File: config.mk
export PLATFORM = sky130hd
export DESIGN_NAME = ulc_top
export DESIGN_NICKNAME = d
export VERILOG_FILES = /design/src/hw/ulc_pkg.sv /design/src/hw/ulc_baud_gen.sv /design/src/hw/ulc_rx_fifo.sv /design/src/hw/ulc_top.sv
export VERILOG_INCLUDE_DIRS = /design/src /design/src/hw
export SDC_FILE = /design/constraint.sdc
export NUM_CORES = 1
export LEC_CHECK = 0
export BUFFER_PORTS_ARGS = -buffer_cell sky130_fd_sc_hd__buf_2
export CORE_MARGIN = 4
export CORE_UTILIZATION = 25
export DETAILED_ROUTE_END_ITERATION = 10
export GPL_TIMING_DRIVEN = 0
export SYNTH_ARGS = -nofsm -noshare
export SYNTH_HDL_FRONTEND = slang
export SYNTH_HIERARCHICAL = 1
export SYNTH_SLANG_ARGS = --single-unit
export TNS_END_PERCENT = 100
File: constraint.sdc
create_clock -name sys_clk -period 10.3 [get_ports sys_clk]
set_clock_uncertainty 0.2 [all_clocks]
set_input_delay 1.03 -clock sys_clk [delete_from_list [all_inputs] [get_ports sys_clk]]
set_output_delay 1.03 -clock sys_clk [all_outputs]
set_load 0.005 [all_outputs]
File: src/hw/ulc_regs.svh
`ifndef ULC_REGS_SVH
`define ULC_REGS_SVH
`define ULC_OFS_LINE   5'h00
`define ULC_OFS_RATE   5'h04
`define ULC_OFS_COND   5'h08
`define ULC_OFS_DATA   5'h0C
`define ULC_OFS_ENAB   5'h10
`define ULC_OFS_RTSTH  5'h14
`define ULC_LC_RESET   32'h0000_0230
`define ULC_LC_MASK    32'h0000_0FFF
`define ULC_LC_LEN     5:4
`define ULC_LC_LOOP    6
`define ULC_LC_ISO     7
`define ULC_LC_CTS     8
`define ULC_LC_DEFAULT_REQUEST_LEVEL  9
`define ULC_LC_AUTO_REQUEST_DRIVE 10
`define ULC_LC_OSR8    11
`define ULC_RD_DIVIDER_SIXTY_FOURTHS    5:0
`define ULC_RD_INT     23:6
`define ULC_RD_MASK    32'h00FF_FFFF
`define ULC_EN_RX      0
`define ULC_EN_TX      1
`define ULC_ST_AVAIL   0
`define ULC_ST_ROOM    1
`define ULC_ST_BUSY    2
`define ULC_ST_TO      3
`define ULC_ST_OVR     4
`define ULC_ST_FRM     5
`define ULC_ST_PAR     6
`define ULC_ST_BRK     7
`define ULC_ST_RTS     15
`define ULC_TICKS16    5'h10
`define ULC_TICKS8     5'h08
`define ULC_MIN_BITS   4'h5
`define ULC_MAX_BITS   4'h8
`define ULC_FRAME_XTRA 4'h2
`define ULC_TO_CHARS   4'h4
`endif

File: src/hw/ulc_pkg.sv
package ulc_pkg;
   typedef enum logic [1:0] {
      ulc_idle  = 2'b00,
      ulc_start = 2'b01,
      ulc_data  = 2'b10,
      ulc_stop  = 2'b11
   } ulc_ser_state_t;
   typedef struct packed {
      logic       brk;
      logic       par;
      logic       frm;
      logic [7:0] data;
   } ulc_rx_word_t;
endpackage : ulc_pkg

File: src/hw/ulc_baud_gen.sv
`timescale 1ns/1ns
module ulc_baud_gen (
   input  wire logic        sys_clk,
   input  wire logic        rstn,
   input  wire logic        restart,
   input  wire logic [17:0] whole,
   input  wire logic [5:0]  sixty_fourths,
   output logic             tick
);
   import ulc_pkg::*;
   typedef struct packed {
      logic [17:0] cnt;
      logic [5:0]  acc;
      logic        tick;
   } ulc_div_state_t;
   ulc_div_state_t s_reg;
   ulc_div_state_t s_next;
   logic [6:0]     sum;
   always_comb begin
      s_next = s_reg;
      s_next.tick = 1'b0;
      sum = {1'b0, s_reg.acc} + {1'b0, sixty_fourths};
      if (restart) begin
         s_next = '0;
      end else if (whole != 18'h0) begin
         if (s_reg.cnt == 18'h0) begin
            s_next.tick = 1'b1;
            s_next.acc = sum[5:0];
            // Carry out of the fraction stretches this period by one clock
            s_next.cnt = whole - 18'h1 + {17'h0, sum[6]};
         end else begin
            s_next.cnt = s_reg.cnt - 18'h1;
         end
      end
   end
   always_ff @(posedge sys_clk or negedge rstn) begin
      if (!rstn) s_reg <= '0;
      else s_reg <= s_next;
   end
   assign tick = s_reg.tick;
endmodule : ulc_baud_gen

File: src/hw/ulc_rx_fifo.sv
`timescale 1ns/1ns
module ulc_rx_fifo #(
   parameter int  DEPTH = 16,
   localparam int AW    = $clog2(DEPTH)
) (
   input  wire logic                  sys_clk,
   input  wire logic                  rstn,
   input  wire logic                  push,
   input  wire ulc_pkg::ulc_rx_word_t push_word,
   input  wire logic                  pop,
   output ulc_pkg::ulc_rx_word_t      head_word,
   output logic [AW:0]                count,
   output logic                       full,
   output logic                       empty
);
   import ulc_pkg::*;
   if (DEPTH < 2 || (DEPTH & (DEPTH - 1)) != 0) begin : g_bad_depth
      $error("ulc_rx_fifo: DEPTH must be a power of two, at least 2");
   end
   typedef struct packed {
      ulc_rx_word_t [DEPTH-1:0] mem;
      logic [AW-1:0]            wr;
      logic [AW-1:0]            rd;
      logic [AW:0]              cnt;
   } ulc_fifo_state_t;
   ulc_fifo_state_t f_reg;
   ulc_fifo_state_t f_next;
   logic            do_push;
   logic            do_pop;
   always_comb begin
      f_next = f_reg;
      do_push = push & ~full;
      do_pop = pop & ~empty;
      if (do_push) begin
         f_next.mem[f_reg.wr] = push_word;
         f_next.wr = f_reg.wr + 1'b1;
      end
      if (do_pop) f_next.rd = f_reg.rd + 1'b1;
      f_next.cnt = f_reg.cnt + (AW+1)'(do_push) - (AW+1)'(do_pop);
   end
   always_ff @(posedge sys_clk or negedge rstn) begin
      if (!rstn) f_reg <= '0;
      else f_reg <= f_next;
   end
   assign head_word = f_reg.mem[f_reg.rd];
   assign count = f_reg.cnt;
   assign full = (f_reg.cnt == (AW+1)'(DEPTH));
   assign empty = (f_reg.cnt == '0);
endmodule : ulc_rx_fifo

File: src/hw/ulc_top.sv
`timescale 1ns/1ns
`include "ulc_regs.svh"
module ulc_top #(
   parameter int FIFO_DEPTH = 16
) (
   input  wire logic        sys_clk,
   input  wire logic        rstn,
   input  wire logic [4:0]  avs_address,
   input  wire logic        avs_read,
   input  wire logic        avs_write,
   input  wire logic [31:0] avs_writedata,
   input  wire logic [3:0]  avs_byteenable,
   output logic [31:0]      avs_readdata,
   output logic             avs_waitrequest,
   input  wire logic        tx_valid,
   input  wire logic [7:0]  tx_data,
   output logic             tx_ready,
   input  wire logic        rx_line,
   input  wire logic        clear_to_send_n,
   output logic             tx_line,
   output logic             request_to_send_n
);
   import ulc_pkg::*;
   localparam int AW = $clog2(FIFO_DEPTH);
   if (FIFO_DEPTH > 256) begin : g_bad_depth
      $error("ulc_top: FIFO_DEPTH above 256 is not supported");
   end
   typedef struct packed {
      logic [31:0]    lc;
      logic [31:0]    rd;
      logic [1:0]     en;
      logic [AW:0]    thr;
      logic           done;
      logic [31:0]    rdata;
      logic           rx_s1;
      logic           rx_s2;
      logic           cts_s1;
      logic           cts_s2;
      logic           rx_last;
      ulc_ser_state_t rx_st;
      logic [4:0]     rx_tk;
      logic [2:0]     rx_bit;
      logic [7:0]     rx_sh;
      ulc_ser_state_t tx_st;
      logic [4:0]     tx_tk;
      logic [2:0]     tx_bit;
      logic [7:0]     tx_sh;
      logic           tx_int;
      logic           ovr;
      logic [9:0]     to_cnt;
      logic           to_flag;
      logic           tx_pin;
      logic           rts_pin;
   } ulc_top_state_t;
   ulc_top_state_t r_reg;
   ulc_top_state_t r_next;
   logic           req;
   logic           fin;
   logic           restart;
   logic           baud_tick;
   logic           loop_iso;
   logic           rx_in;
   logic           cts_eff;
   logic           rts_int;
   logic           push;
   logic           pop;
   logic           full;
   logic           empty;
   logic [AW:0]    count;
   ulc_rx_word_t   head;
   ulc_rx_word_t   word;
   logic [4:0]     osr;
   logic [4:0]     half;
   logic [3:0]     data_bits;
   logic [2:0]     nbits_m1;
   logic [9:0]     to_limit;
   logic [31:0]    status;
   logic [31:0]    wm;

   function automatic logic [31:0] wmerge(input logic [31:0] old, input logic [31:0] wd,
                                          input logic [3:0] be);
      logic [31:0] m;
      m = {{8{be[3]}}, {8{be[2]}}, {8{be[1]}}, {8{be[0]}}};
      return (old & ~m) | (wd & m);
   endfunction : wmerge

   // One wait state on every access keeps read data a registered value
   assign req = avs_read | avs_write;
   assign avs_waitrequest = req & ~r_reg.done;
   assign fin = req & r_reg.done;
   assign avs_readdata = r_reg.rdata;
   assign restart = fin & avs_write & (avs_address == `ULC_OFS_RATE);

   assign osr = r_reg.lc[`ULC_LC_OSR8] ? `ULC_TICKS8 : `ULC_TICKS16;
   assign half = osr >> 1;
   assign data_bits = `ULC_MIN_BITS + {2'b00, r_reg.lc[`ULC_LC_LEN]};
   assign nbits_m1 = 3'(data_bits - 4'h1);
   assign to_limit = 10'(`ULC_TO_CHARS) * 10'(data_bits + `ULC_FRAME_XTRA) * 10'(osr);

   assign loop_iso = r_reg.lc[`ULC_LC_LOOP] & r_reg.lc[`ULC_LC_ISO];
   assign rx_in = r_reg.lc[`ULC_LC_LOOP] ? r_reg.tx_int : r_reg.rx_s2;
   // Both lines are active low, so the looped level passes straight across
   assign cts_eff = r_reg.lc[`ULC_LC_LOOP] ? rts_int : r_reg.cts_s2;
   assign rts_int = (r_reg.lc[`ULC_LC_AUTO_REQUEST_DRIVE] & r_reg.en[`ULC_EN_RX]) ?
                    (count >= r_reg.thr) : r_reg.lc[`ULC_LC_DEFAULT_REQUEST_LEVEL];
   assign tx_ready = (r_reg.tx_st == ulc_idle) & r_reg.en[`ULC_EN_TX] &
                     ~(r_reg.lc[`ULC_LC_CTS] & cts_eff);
   assign wm = wmerge(r_reg.lc, avs_writedata, avs_byteenable);

   always_comb begin
      status = '0;
      status[`ULC_ST_AVAIL] = ~empty;
      status[`ULC_ST_ROOM] = ~full;
      status[`ULC_ST_BUSY] = (r_reg.rx_st != ulc_idle);
      status[`ULC_ST_TO] = r_reg.to_flag;
      status[`ULC_ST_OVR] = r_reg.ovr;
      status[`ULC_ST_FRM] = head.frm & ~empty;
      status[`ULC_ST_PAR] = head.par & ~empty;
      status[`ULC_ST_BRK] = head.brk & ~empty;
      status[`ULC_ST_RTS] = r_reg.rts_pin;
   end

   always_comb begin
      r_next = r_reg;
      push = 1'b0;
      word = '0;
      pop = fin & avs_read & (avs_address == `ULC_OFS_DATA) & ~empty;
      r_next.done = req & ~r_reg.done;
      r_next.rx_s1 = rx_line;
      r_next.rx_s2 = r_reg.rx_s1;
      r_next.cts_s1 = clear_to_send_n;
      r_next.cts_s2 = r_reg.cts_s1;
      r_next.tx_pin = loop_iso ? 1'b1 : r_reg.tx_int;
      r_next.rts_pin = loop_iso ? r_reg.lc[`ULC_LC_DEFAULT_REQUEST_LEVEL] : rts_int;
      if (req & ~r_reg.done) begin
         unique case (avs_address)
            `ULC_OFS_LINE:  r_next.rdata = r_reg.lc;
            `ULC_OFS_RATE:  r_next.rdata = r_reg.rd;
            `ULC_OFS_COND:  r_next.rdata = status;
            `ULC_OFS_DATA:  r_next.rdata = {24'h0, empty ? 8'h00 : head.data};
            `ULC_OFS_ENAB:  r_next.rdata = {30'h0, r_reg.en};
            `ULC_OFS_RTSTH: r_next.rdata = 32'(r_reg.thr);
            default:        r_next.rdata = '0;
         endcase
      end
      if (fin & avs_write) begin
         unique case (avs_address)
            `ULC_OFS_LINE:  r_next.lc = wm & `ULC_LC_MASK;
            `ULC_OFS_RATE:  r_next.rd = wmerge(r_reg.rd, avs_writedata, avs_byteenable) &
                                        `ULC_RD_MASK;
            `ULC_OFS_ENAB:  r_next.en = avs_byteenable[0] ? avs_writedata[1:0] : r_reg.en;
            `ULC_OFS_RTSTH: r_next.thr = avs_byteenable[0] ? avs_writedata[AW:0] : r_reg.thr;
            default:        r_next.en = r_reg.en;
         endcase
      end
      if (fin & avs_read & (avs_address == `ULC_OFS_COND)) r_next.ovr = 1'b0;

      if (baud_tick) begin
         r_next.rx_last = rx_in;
         unique case (r_reg.rx_st)
            ulc_idle: begin
               // A disabled receiver never leaves idle
               if (r_reg.en[`ULC_EN_RX] && r_reg.rx_last && !rx_in) begin
                  r_next.rx_st = ulc_start;
                  r_next.rx_tk = '0;
               end
            end
            ulc_start: begin
               r_next.rx_tk = r_reg.rx_tk + 5'h1;
               if (r_reg.rx_tk == half - 5'h1) begin
                  r_next.rx_tk = '0;
                  r_next.rx_bit = '0;
                  // Line back high at mid start bit is a glitch
                  r_next.rx_st = rx_in ? ulc_idle : ulc_data;
               end
            end
            ulc_data: begin
               r_next.rx_tk = r_reg.rx_tk + 5'h1;
               if (r_reg.rx_tk == osr - 5'h1) begin
                  r_next.rx_tk = '0;
                  r_next.rx_sh = {rx_in, r_reg.rx_sh[7:1]};
                  r_next.rx_bit = r_reg.rx_bit + 3'h1;
                  if (r_reg.rx_bit == nbits_m1) r_next.rx_st = ulc_stop;
               end
            end
            ulc_stop: begin
               r_next.rx_tk = r_reg.rx_tk + 5'h1;
               if (r_reg.rx_tk == osr - 5'h1) begin
                  // Idle count back to zero so a later rate change cannot strand it
                  r_next.rx_tk = '0;
                  r_next.rx_st = ulc_idle;
                  push = 1'b1;
                  word.data = r_reg.rx_sh >> (`ULC_MAX_BITS - data_bits);
                  word.frm = ~rx_in;
                  word.brk = ~rx_in & (word.data == 8'h00);
               end
            end
         endcase
      end
      if (push & full) r_next.ovr = 1'b1;

      if (tx_valid & tx_ready) begin
         r_next.tx_st = ulc_start;
         r_next.tx_sh = tx_data;
         r_next.tx_tk = '0;
         r_next.tx_int = 1'b0;
      end else if (baud_tick) begin
         unique case (r_reg.tx_st)
            ulc_idle: r_next.tx_int = 1'b1;
            ulc_start: begin
               r_next.tx_tk = r_reg.tx_tk + 5'h1;
               if (r_reg.tx_tk == osr - 5'h1) begin
                  r_next.tx_tk = '0;
                  r_next.tx_bit = '0;
                  r_next.tx_int = r_reg.tx_sh[0];
                  r_next.tx_sh = {1'b0, r_reg.tx_sh[7:1]};
                  r_next.tx_st = ulc_data;
               end
            end
            ulc_data: begin
               r_next.tx_tk = r_reg.tx_tk + 5'h1;
               if (r_reg.tx_tk == osr - 5'h1) begin
                  r_next.tx_tk = '0;
                  r_next.tx_bit = r_reg.tx_bit + 3'h1;
                  r_next.tx_int = r_reg.tx_sh[0];
                  r_next.tx_sh = {1'b0, r_reg.tx_sh[7:1]};
                  if (r_reg.tx_bit == nbits_m1) begin
                     r_next.tx_int = 1'b1;
                     r_next.tx_st = ulc_stop;
                  end
               end
            end
            ulc_stop: begin
               r_next.tx_tk = r_reg.tx_tk + 5'h1;
               if (r_reg.tx_tk == osr - 5'h1) begin
                  r_next.tx_tk = '0;
                  r_next.tx_st = ulc_idle;
               end
            end
         endcase
      end

      if ((push & ~full) | pop | empty) begin
         r_next.to_cnt = '0;
         r_next.to_flag = 1'b0;
      end else begin
         if (baud_tick && r_reg.to_cnt != to_limit) r_next.to_cnt = r_reg.to_cnt + 10'h1;
         if (r_reg.to_cnt == to_limit) r_next.to_flag = 1'b1;
      end
   end

   always_ff @(posedge sys_clk or negedge rstn) begin
      if (!rstn) begin
         r_reg <= '0;
         r_reg.lc <= `ULC_LC_RESET;
         r_reg.rx_s1 <= 1'b1;
         r_reg.rx_s2 <= 1'b1;
         r_reg.cts_s1 <= 1'b1;
         r_reg.cts_s2 <= 1'b1;
         r_reg.rx_last <= 1'b1;
         r_reg.tx_int <= 1'b1;
         r_reg.tx_pin <= 1'b1;
         r_reg.rts_pin <= 1'b1;
      end else begin
         r_reg <= r_next;
      end
   end
   assign tx_line = r_reg.tx_pin;
   assign request_to_send_n = r_reg.rts_pin;

   ulc_baud_gen u_baud (
      .sys_clk       (sys_clk),
      .rstn          (rstn),
      .restart       (restart),
      .whole         (r_reg.rd[`ULC_RD_INT]),
      .sixty_fourths (r_reg.rd[`ULC_RD_DIVIDER_SIXTY_FOURTHS]),
      .tick          (baud_tick)
   );

   ulc_rx_fifo #(.DEPTH(FIFO_DEPTH)) u_fifo (
      .sys_clk   (sys_clk),
      .rstn      (rstn),
      .push      (push),
      .push_word (word),
      .pop       (pop),
      .head_word (head),
      .count     (count),
      .full      (full),
      .empty     (empty)
   );
endmodule : ulc_top

== Word level (Yosys, flattened, before mapping) ==
Cells that the tools add are included.
Storage, ports and cells
  flip-flop bits (word level): 346
  input bits: 56
  output and inout bits: 36
  logic and storage cells: 274
Cells by class
  add/sub/neg operators: 19
  multipliers: 1
  order comparisons: 4
  eq/ne operators: 30
  shift-type cells: 1
  mux-type cells: 50
  bitwise logic cells: 36
  reductions and logical operators: 38
Operators by type and width (count)
  $bwmux W176: 1
  $pmux W24 S6: 1
  $mux W19: 3
  $mux W25: 2
  $and A24 B24 Y24: 2
  $bmux W11 S4: 1
  $demux W11 S4: 1
  $mux W18: 2
  $mux W9: 4
  $sub A18 B1 Y18 const B: 2
  $mux W7: 5
  $mux W11: 3
  $pmux W7 S4: 1
  $not A24 Y24: 1
  $or A24 B24 Y24: 1
  $pmux W11 S2: 1
  $and A1 B1 Y1: 21
  $pmux W7 S3: 1
  $mux W10: 2
  $add A18 B1 Y18: 1
  $logic_not A18 Y1: 1
  $reduce_bool A18 Y1: 1
  $reduce_bool A2 Y1: 9
  $eq A5 B5 Y1: 3
  50 further kinds: 109

== Depth between registers and ports, before layout ==
Gate-level depths: netlist of run 1.
  depth in word-level cells: 10
  depth in mapped cells: 17
  depth with buffers taken out: 16

== Cells and area by module ==
Netlist of run 1, hierarchy kept.
Modules (own cells, without submodules)
  ulc_rx_fifo: instances 1, cells each 612, area each 9202.6 um2, sequential area each 4729.5 um2
  ulc_top: instances 1, cells each 630, area each 6596.3 um2, sequential area each 3116.7 um2
  ulc_baud_gen: instances 1, cells each 249, area each 2174.6 um2, sequential area each 625.6 um2

== Least setup slack after synthesis of run 1 ==
OpenSTA, ideal clock, no wires.
  path kind: input port to flip-flop
  start: input avs_address[4]
  end: register u_fifo.f_reg (netlist bit u_fifo/count[4])
  setup time: 0.080 ns
  arrival time: 3.648 ns
  required time: 10.020 ns
  path slack: 6.372 ns
  stages: 15
  path buffers: 1
  cells stage by stage: nor4b_1 -> nand2_1 -> nor2_1 -> and3_1 -> nor2b_1 -> clkbuf_1 -> ha_1 -> inv_1 -> ha_1 -> inv_1 -> fa_1 -> inv_1 -> a21oi_1 -> o21bai_1 -> xnor2_1
RTL lines
  start: declaration: line ulc_top.sv:8  | input wire logic [4:0] avs_address,
  end signal: assignment: line ulc_rx_fifo.sv:43  | else f_reg <= f_next;
  end: declaration: line ulc_rx_fifo.sv:26  | ulc_fifo_state_t f_reg;

==> results of run 1 <==
==> Yosys cell counts (10+ instances only) <==
cell type and number:
mux2i_1 59, and3_1 12, a221oi_1 22, xnor2_1 20, nand2_1 101, a21oi_1 56
dfstp_2 11, dfrtp_1 327, clkbuf_1 34, nor2b_1 13, a22oi_1 23, nand4_1 12
buf_2 22, mux4_2 27, ha_1 41, nand3_1 43, inv_1 37, nor3_1 18
or3_1 10, a21o_1 13, xor2_1 23, mux2_2 122, nor2_1 65, o21ai_0 52
and2_1 13, mux2_1 21, buf_4 52, mux2_4 85
==> worst max-delay path, stage by stage <==
cell,delay (ns)
buf_2,0.12
nor4b_2,0.73
nand2_1,0.12
nor2_1,0.53
and3_1,0.23
nor2b_1,0.12
clkbuf_1,0.37
ha_1,0.31
inv_1,0.05
ha_1,0.17
inv_1,0.06
fa_1,0.40
inv_1,0.07
a21oi_1,0.06
o21bai_1,0.15
xnor2_1,0.13
==> area by class of cell <==
class	count	share of cell area, %
flip-flops and latches	338	40.2
well taps	950	5.64
plain buffers	120	3.56
multi-input cells	1010	41.1
diodes	2	0.0237
clock buffers	55	5.50
repair buffers	76	2.17
inverters	38	0.677
clock inverters	14	1.08
==> path summary, 6_finish.rpt <==
| kind | from | end | slack, ns |
|---|---|---|---|
| min in group asynchronous | rstn | u_fifo/f_reg[33]$_DFFE_PN0P_ | 0.24 |
| worst max register to register | flop | u_baud/s_reg[23]$_DFFE_PN0P_ | 6.27 |
| max in group asynchronous | rstn | r_reg[26]$_DFFE_PN0P_ | 8.25 |
| worst max-delay path | avs_address[4] | u_fifo/count[4]$_DFF_PN0_ | 5.90 |
| worst min-delay path | r_next[52]$_DFF_PN1_ | r_reg[52]$_DFF_PN1_ | 0.16 |
| worst min register to register | r_next[52]$_DFF_PN1_ | r_reg[52]$_DFF_PN1_ | 0.16 |
==> placed cells by master (no fill, tap or decap), types with 8 or more instances in the layout <==
cell type and count:
dfstp_2 11, nor3_1 18, buf_2 94, mux4_2 27, nand4_1 12, nor2b_1 13, buf_6 9, a22oi_1 23
a221oi_1 22, mux2_4 85, clkbuf_8 9, xor2_1 23, mux2i_1 59, o21ai_0 52, a21oi_1 56, xnor2_1 20
clkbuf_1 40, clkbuf_16 41, and2_1 13, buf_4 52, nor4_1 8, or3_1 10, nand2_1 101, a21o_1 13
mux2_1 21, nor2_1 65, ha_1 41, nand2b_1 9, conb_1 16, dfrtp_1 327, inv_1 37, mux2_2 122
and3_1 12, nand3_1 43
==> layer usage <==
layer,share of wire [%],up-vias,global-route usage (%)
met3,5.3,77,2.28
met1,45,6366,17.1
met2,46,311,20.4
met5,0.096,-,0
met4,2.9,8,4.07
li1,-,5673,-
==> cells by family (layout without fill, tap and decap cells) <==
kind of cell             after synthesis  count (layout)  share of synthesized area, %
AND/OR/NAND/NOR                      358             358                          10.9
flip-flops                           338             338                          47.1
multiplexers                         314             314                          22.7
AO/OA/AOI/OAI                        235             235                          8.92
buffers and inverters                158             303                          4.97
XOR/XNOR                              44              44                          2.22
adder cells (fa/ha/maj)               43              43                          3.08
other                                  1              18                        0.0209
==> where the power goes <==
| part | switching [uW] | internal (uW) | leakage, uW | total (uW) |
|---|---|---|---|---|
| Combinational | 331 | 245 | 0.00484 | 576 |
| Clock | 563 | 933 | 0.000675 | 1500 |
| Sequential | 77.1 | 1400 | 0.00451 | 1470 |
| Total | 971 | 2580 | 0.0100 | 3550 |
==> per-stage QoR <==
stage               cells  hold slack (ns)  worst slack (ns)  instance area (um^2)  power (uW)
finish               2603            0.158              5.90                 21100        3550
global route         2601            0.158              5.56                 21100        3710
CTS                  2601            0.158              5.46                 21100        3580
detailed placement   2532            0.148              4.91                 19700        2070
global placement     2529            0.147              1.59                 19600        2050
floorplan            1506            0.145              6.37                 18000        1890
==> qor.csv, run 1 <==
stage,metric,value,unit
floorplanning,starting density of the core,25.2,%
cts,# clock sinks,338,
cts,clock-pin slew on the worst setup and hold paths,0.06,ns
finish,proportion of layout cells with a drive suffix above 1,30.6,%
synth,synth warn,6,
worst_setup_path,Critical Path AT,4.66,ns
floorplanning,DIE WIDTH,276,um
cts,CTS tree,yes,
cts,H-tree depth,2,
finish,fillcell total,7306,
timing,Max Slew Vio Count,0,
cts,hold-fix buffers at CTS,0,
placed_design,IO Port Bufs,73,
cts,post-CTS resize count,0,
drt,WL per Instance,18.8,um
worst_setup_path,Worst Path Required,10.56,ns
timing,min Tclk post-route,4.40,ns
synth,unique cell type count in the Yosys netlist,96,
global_route,largest net degree at the start of global routing,118,
min_path,Worst Hold Class,reg -> reg,
synth,Yosys top cell area share,45.5,%
floorplanning,Die ar.,0.0762,mm^2
synth,largest cells by area after synthesis,"dfrtp_1 (46%), mux2_2 (7.6%), mux2_4 (7.1%), mux4_2 (3.4%), mux2i_1 (3.3%)",
pwr,leak pwr,0.0100,uW
cts,total CTS buffers,38,
min_path,hold depth,0,
finish,final core occ,29.5,%
timing,Max Fclk,227,MHz
worst_setup_path,R2R depth,14,
floorplanning,Rows,98,
timing,actual slew at the worst max-slew pin,1.13,ns
finish,Multi-input gate area,0.00867,mm^2
worst_setup_path,Worst Path Max Fanout,9,
synth,Post-synth EDFFs,0,
pwr,pwr dens,168,mW/mm^2
global_route,initial antenna violation count,6,
pwr,Worst IR Drop VDD,0.0000998,V
cts,Clock Tree Buf Depth,3,
placed_design,Detailed Place HPWL,35400,um
drt,Routed WL,49000,um
drt,drt via density,4.78,
drt,post-route DRC violation count,0,
global_route,GR Util All Layers,12.6,%
worst_setup_path,crit end category,flop,
flow_run,max-cap viol count,0,
timing,Slew headroom,23.9,%
drt,DR pass1 iterations,7,
worst_setup_path,WS Path Type,in -> reg,
timing,crit share post-route,42.7,%
synth,synthesized flop and latch total,338,
placed_design,RePlAce Congestion,0.834,
synth,largest area contributor in the netlist,dfrtp_1,
cts,Clock Latency Late Sink,0.54,ns
floorplanning,Die H,276,um
drt,initial DRC count,893,
finish,register area,0.00847,mm^2
timing,Final Hold Vio Count,0,
timing,setup violators final,0,
cts,CTS root buffer,clkbuf_16,
global_route,first-pass GRT wire length,76600,um
synth,Post-Syn Instances,1491,
finish,area grow syn2layout,17.3,%
timing,final setup TNS,0,ns
global_route,GRT overflow,0,
cts,post-CTS setup buffers,0,
finish,nets,1721,
synth,"Async S/R FF share, synth",100,%
synth,sequential area share after synthesis,47.1,%
synth,synthesized area per cell,12.1,um^2
synth,"Cell Area, Synth",0.0180,mm^2
timing,unrepaired setup endpoints after global routing,no,
synth,top_reg_cell synth,dfrtp_1,
drt,Final ANT Viol Nets,0,
floorplanning,Ports,92,
global_route,vias in the first global route,12900,
drt,Via Count,12400,
floorplanning,Core ar.,0.0714,mm^2
run_status,status,finished clean,
worst_setup_path,Startpoint Class,input pin,
Note: power is estimated with default switching activity, not from simulation.
==> run 2: changes to the inputs <==
Settings changed: ABC_AREA set to 1.
Clock period 10.3 ns to 4.4 ns, I/O delays scaled along.
==> run 2 against run 1 <==
Compared with the run above:
- sequential power grew 140%
- hold slack lost 0.12 ns
- total power grew to 2.6 times the previous value
- global-route usage grew 0.80 points
- via count grew 28%
- final cell count grew 36%
- sequential share of layout area shrank 1.1 points
- wire length grew 8.6%
- first-iteration DRC count grew 46%
- critical endpoint is now u_fifo/f_reg[150]$_DFFE_PN0P_
- largest cell class is now flip-flops and latches
==> qor.csv, run 2 <==
stage,metric,value,unit
floorplanning,DIE WIDTH,279,um
finish,fillcell total,7785,
cts,Clock Tree Buf Depth,3,
timing,post-route worst setup slack,0.433,ns
pwr,Net Sw Power,3020,uW
pwr,pwr dens,426,mW/mm^2
timing,min Tclk post-route,3.97,ns
worst_setup_path,Worst Path Max Fanout,11,
timing,Max Fclk,252,MHz
finish,area grow syn2layout,17.8,%
floorplanning,Die ar.,0.0780,mm^2
cts,clock-pin slew on the worst setup and hold paths,0.06,ns
run_status,status,finished clean,
finish,register area,0.00847,mm^2
worst_setup_path,flop2flop setup slack,0.43,ns
drt,DR pass1 iterations,5,
synth,largest area contributor in the netlist,dfrtp_1,
synth,"Cell Area, Synth",0.0184,mm^2
worst_setup_path,R2R depth,12,
global_route,GRT overflow,0,
drt,post-route DRC violation count,0,
pwr,Worst IR Drop VDD,0.000218,V
cts,post-CTS resize count,0,
global_route,initial antenna violation count,5,
global_route,largest net degree at the start of global routing,120,
cts,CTS tree,yes,
drt,initial DRC count,1304,
timing,hold slack,0.0374,ns
cts,Clock Latency Late Sink,0.55,ns
floorplanning,Core ar.,0.0730,mm^2
worst_setup_path,Worst Path Required,4.56,ns
worst_setup_path,Critical Path AT,4.13,ns
finish,most frequent cells in the layout,"nand2_1 (770), dfrtp_1 (327), o21ai_0 (278)",
placed_design,IO Port Bufs,72,
placed_design,Detailed Place HPWL,37800,um
pwr,Clock Power Share,37.6,%
timing,actual slew at the worst max-slew pin,1.01,ns
timing,setup violators final,0,
floorplanning,Die H,279,um
synth,synth warn,6,
worst_setup_path,worst r2r dst,u_fifo/f_reg[150]$_DFFE_PN0P_,
finish,Multi-input gate area,0.00818,mm^2
worst_setup_path,WS Path Type,reg -> reg,
synth,synthesized flop and latch total,338,
synth,"Async S/R FF share, synth",100,%
synth,Post-Syn Instances,2396,
min_path,Worst Hold Class,in -> reg,
synth,"count leader, synth",nand2_1,
cts,total CTS buffers,39,
cts,H-tree depth,2,
min_path,hold path start,tx_data[6],
drt,WL per Instance,15.0,um
global_route,vias in the first global route,15100,
synth,largest cells by area after synthesis,"dfrtp_1 (44%), nand2_1 (16%), o21ai_0 (7.6%), inv_1 (4.7%), nand3_1 (4.2%)",
floorplanning,Rows,99,
pwr,internal power,6210,uW
placed_design,RePlAce Congestion,0.906,
timing,crit share post-route,90.2,%
synth,unique cell type count in the Yosys netlist,54,
floorplanning,Ports,92,
synth,sequential area share after synthesis,46.0,%
drt,drt via density,4.49,
flow_run,max-cap viol count,0,
global_route,first-pass GRT wire length,84700,um
synth,Post-synth EDFFs,0,
worst_setup_path,Startpoint Class,flop,
min_path,hold path endpoint,r_reg[21]$_DFFE_PN0P_,
timing,unrepaired setup endpoints after global routing,no,
pwr,logic gate share of total power,24.0,%
drt,Routed WL,53200,um
finish,proportion of layout cells with a drive suffix above 1,13.4,%
global_route,GR Util All Layers,13.4,%
placed_design,post-place setup slack,0.470,ns
drt,Via Count,15900,
timing,Final Hold Vio Count,0,
floorplanning,starting density of the core,25.2,%
drt,Final ANT Viol Nets,0,
synth,top_reg_cell synth,dfrtp_1,
cts,post-CTS setup buffers,0,
cts,# clock sinks,338,
pwr,sequential share of power,38.3,%
timing,Max Slew Vio Count,0,
synth,synthesized area per cell,7.68,um^2
worst_setup_path,crit end category,flop,
synth,commonest cells in the netlist,"nand2_1 (770), dfrtp_1 (327), o21ai_0 (278)",
finish,"commonest non-fill, non-tap cell in the layout",nand2_1,
pwr,Sw Ratio,32.7,%
cts,CTS root buffer,clkbuf_16,
timing,Slew headroom,33.0,%
min_path,hold depth,5,
finish,nets,2642,
synth,Yosys top cell area share,44.5,%
pwr,leak pwr,0.0102,uW
-- run 2: cells by family after synthesis --
logic type | count (synthesis) | synth area share (%)
flip-flops | 338 | 46.0
adder cells (fa/ha/maj) | 43 | 3.01
XOR/XNOR | 47 | 2.32
AND/OR/NAND/NOR | 1192 | 27.3
AO/OA/AOI/OAI | 375 | 10.7
buffers and inverters | 386 | 9.68
multiplexers | 14 | 0.843
other | 1 | 0.0204
-- run 2: critical path: stages, from the launching register on --
cell,delay [ns]
dfstp_2,0.63
inv_2,0.06
buf_2,0.20
ha_1,0.36
or2_1,0.24
nand2_2,0.15
inv_1,0.07
buf_2,0.17
o21ai_0,0.21
nor2_1,0.07
inv_1,0.36
clkbuf_1,0.79
o21ai_0,0.26
-- run 2: power by group through the flow --
stage / clock [uW] / sequential (uW) / combinational, uW
after floorplan: 0 / 3520 / 1580
after global placement: 0 / 3590 / 2150
after detailed placement: 0 / 3590 / 2180
after CTS: 3560 / 3530 / 2210
after global routing: 3680 / 3560 / 2500
final: 3470 / 3540 / 2220
-- run 2: worst max-delay path by stage --
stage          from                       endpoint  slack, ns  depth (start not counted)
2_1_floorplan  flop           r_reg[9]$_DFFE_PN0P_       1.25                         16
3_3_place_gp   rstn  u_fifo/f_reg[137]$_DFFE_PN0P_      -4.13                          1
3_5_place_dp   flop  u_fifo/f_reg[106]$_DFFE_PN0P_       0.47                         12
4_1_cts        flop  u_fifo/f_reg[150]$_DFFE_PN0P_       0.39                         12
5_1_grt        flop  u_fifo/f_reg[150]$_DFFE_PN0P_       0.20                         12
6_report       flop  u_fifo/f_reg[150]$_DFFE_PN0P_       0.43                         12
-- run 2: through the flow --
stage,cells,util [%],TNS (ns),total power (uW),cell area (um^2)
after floorplan,2405,-,0,5100,18400
after global placement,3436,27.4,-1359.34,5740,20000
after detailed placement,3438,27.5,0,5770,20100
after CTS,3531,29.7,0,9300,21700
after global routing,3531,29.7,0,9740,21700
final,3535,29.7,0,9230,21700
-- run 2: cell type report --
class	instances	share of cell area (%)
clock buffers	53	5.30
diodes	4	0.0462
multi-input cells	1681	37.7
inverters	246	4.26
well taps	959	5.53
plain buffers	140	3.95
repair buffers	97	3.02
clock inverters	17	1.07
flip-flops and latches	338	39.1
-- run 2: timing repair --
action / in CTS / in global routing
hold buffers: 23 / 0
setup endpoints to repair: 0 / 0
endpoints found under the hold margin: 128 / 0
-- run 2: per-layer routing --
metal	GRT usage (%)	vias up	wire (um)
met3	2.13	93	2600
li1	-	7895	-
met4	4.04	4	1490
met5	0	-	22
met1	18.9	7507	24800
met2	21.2	361	24200
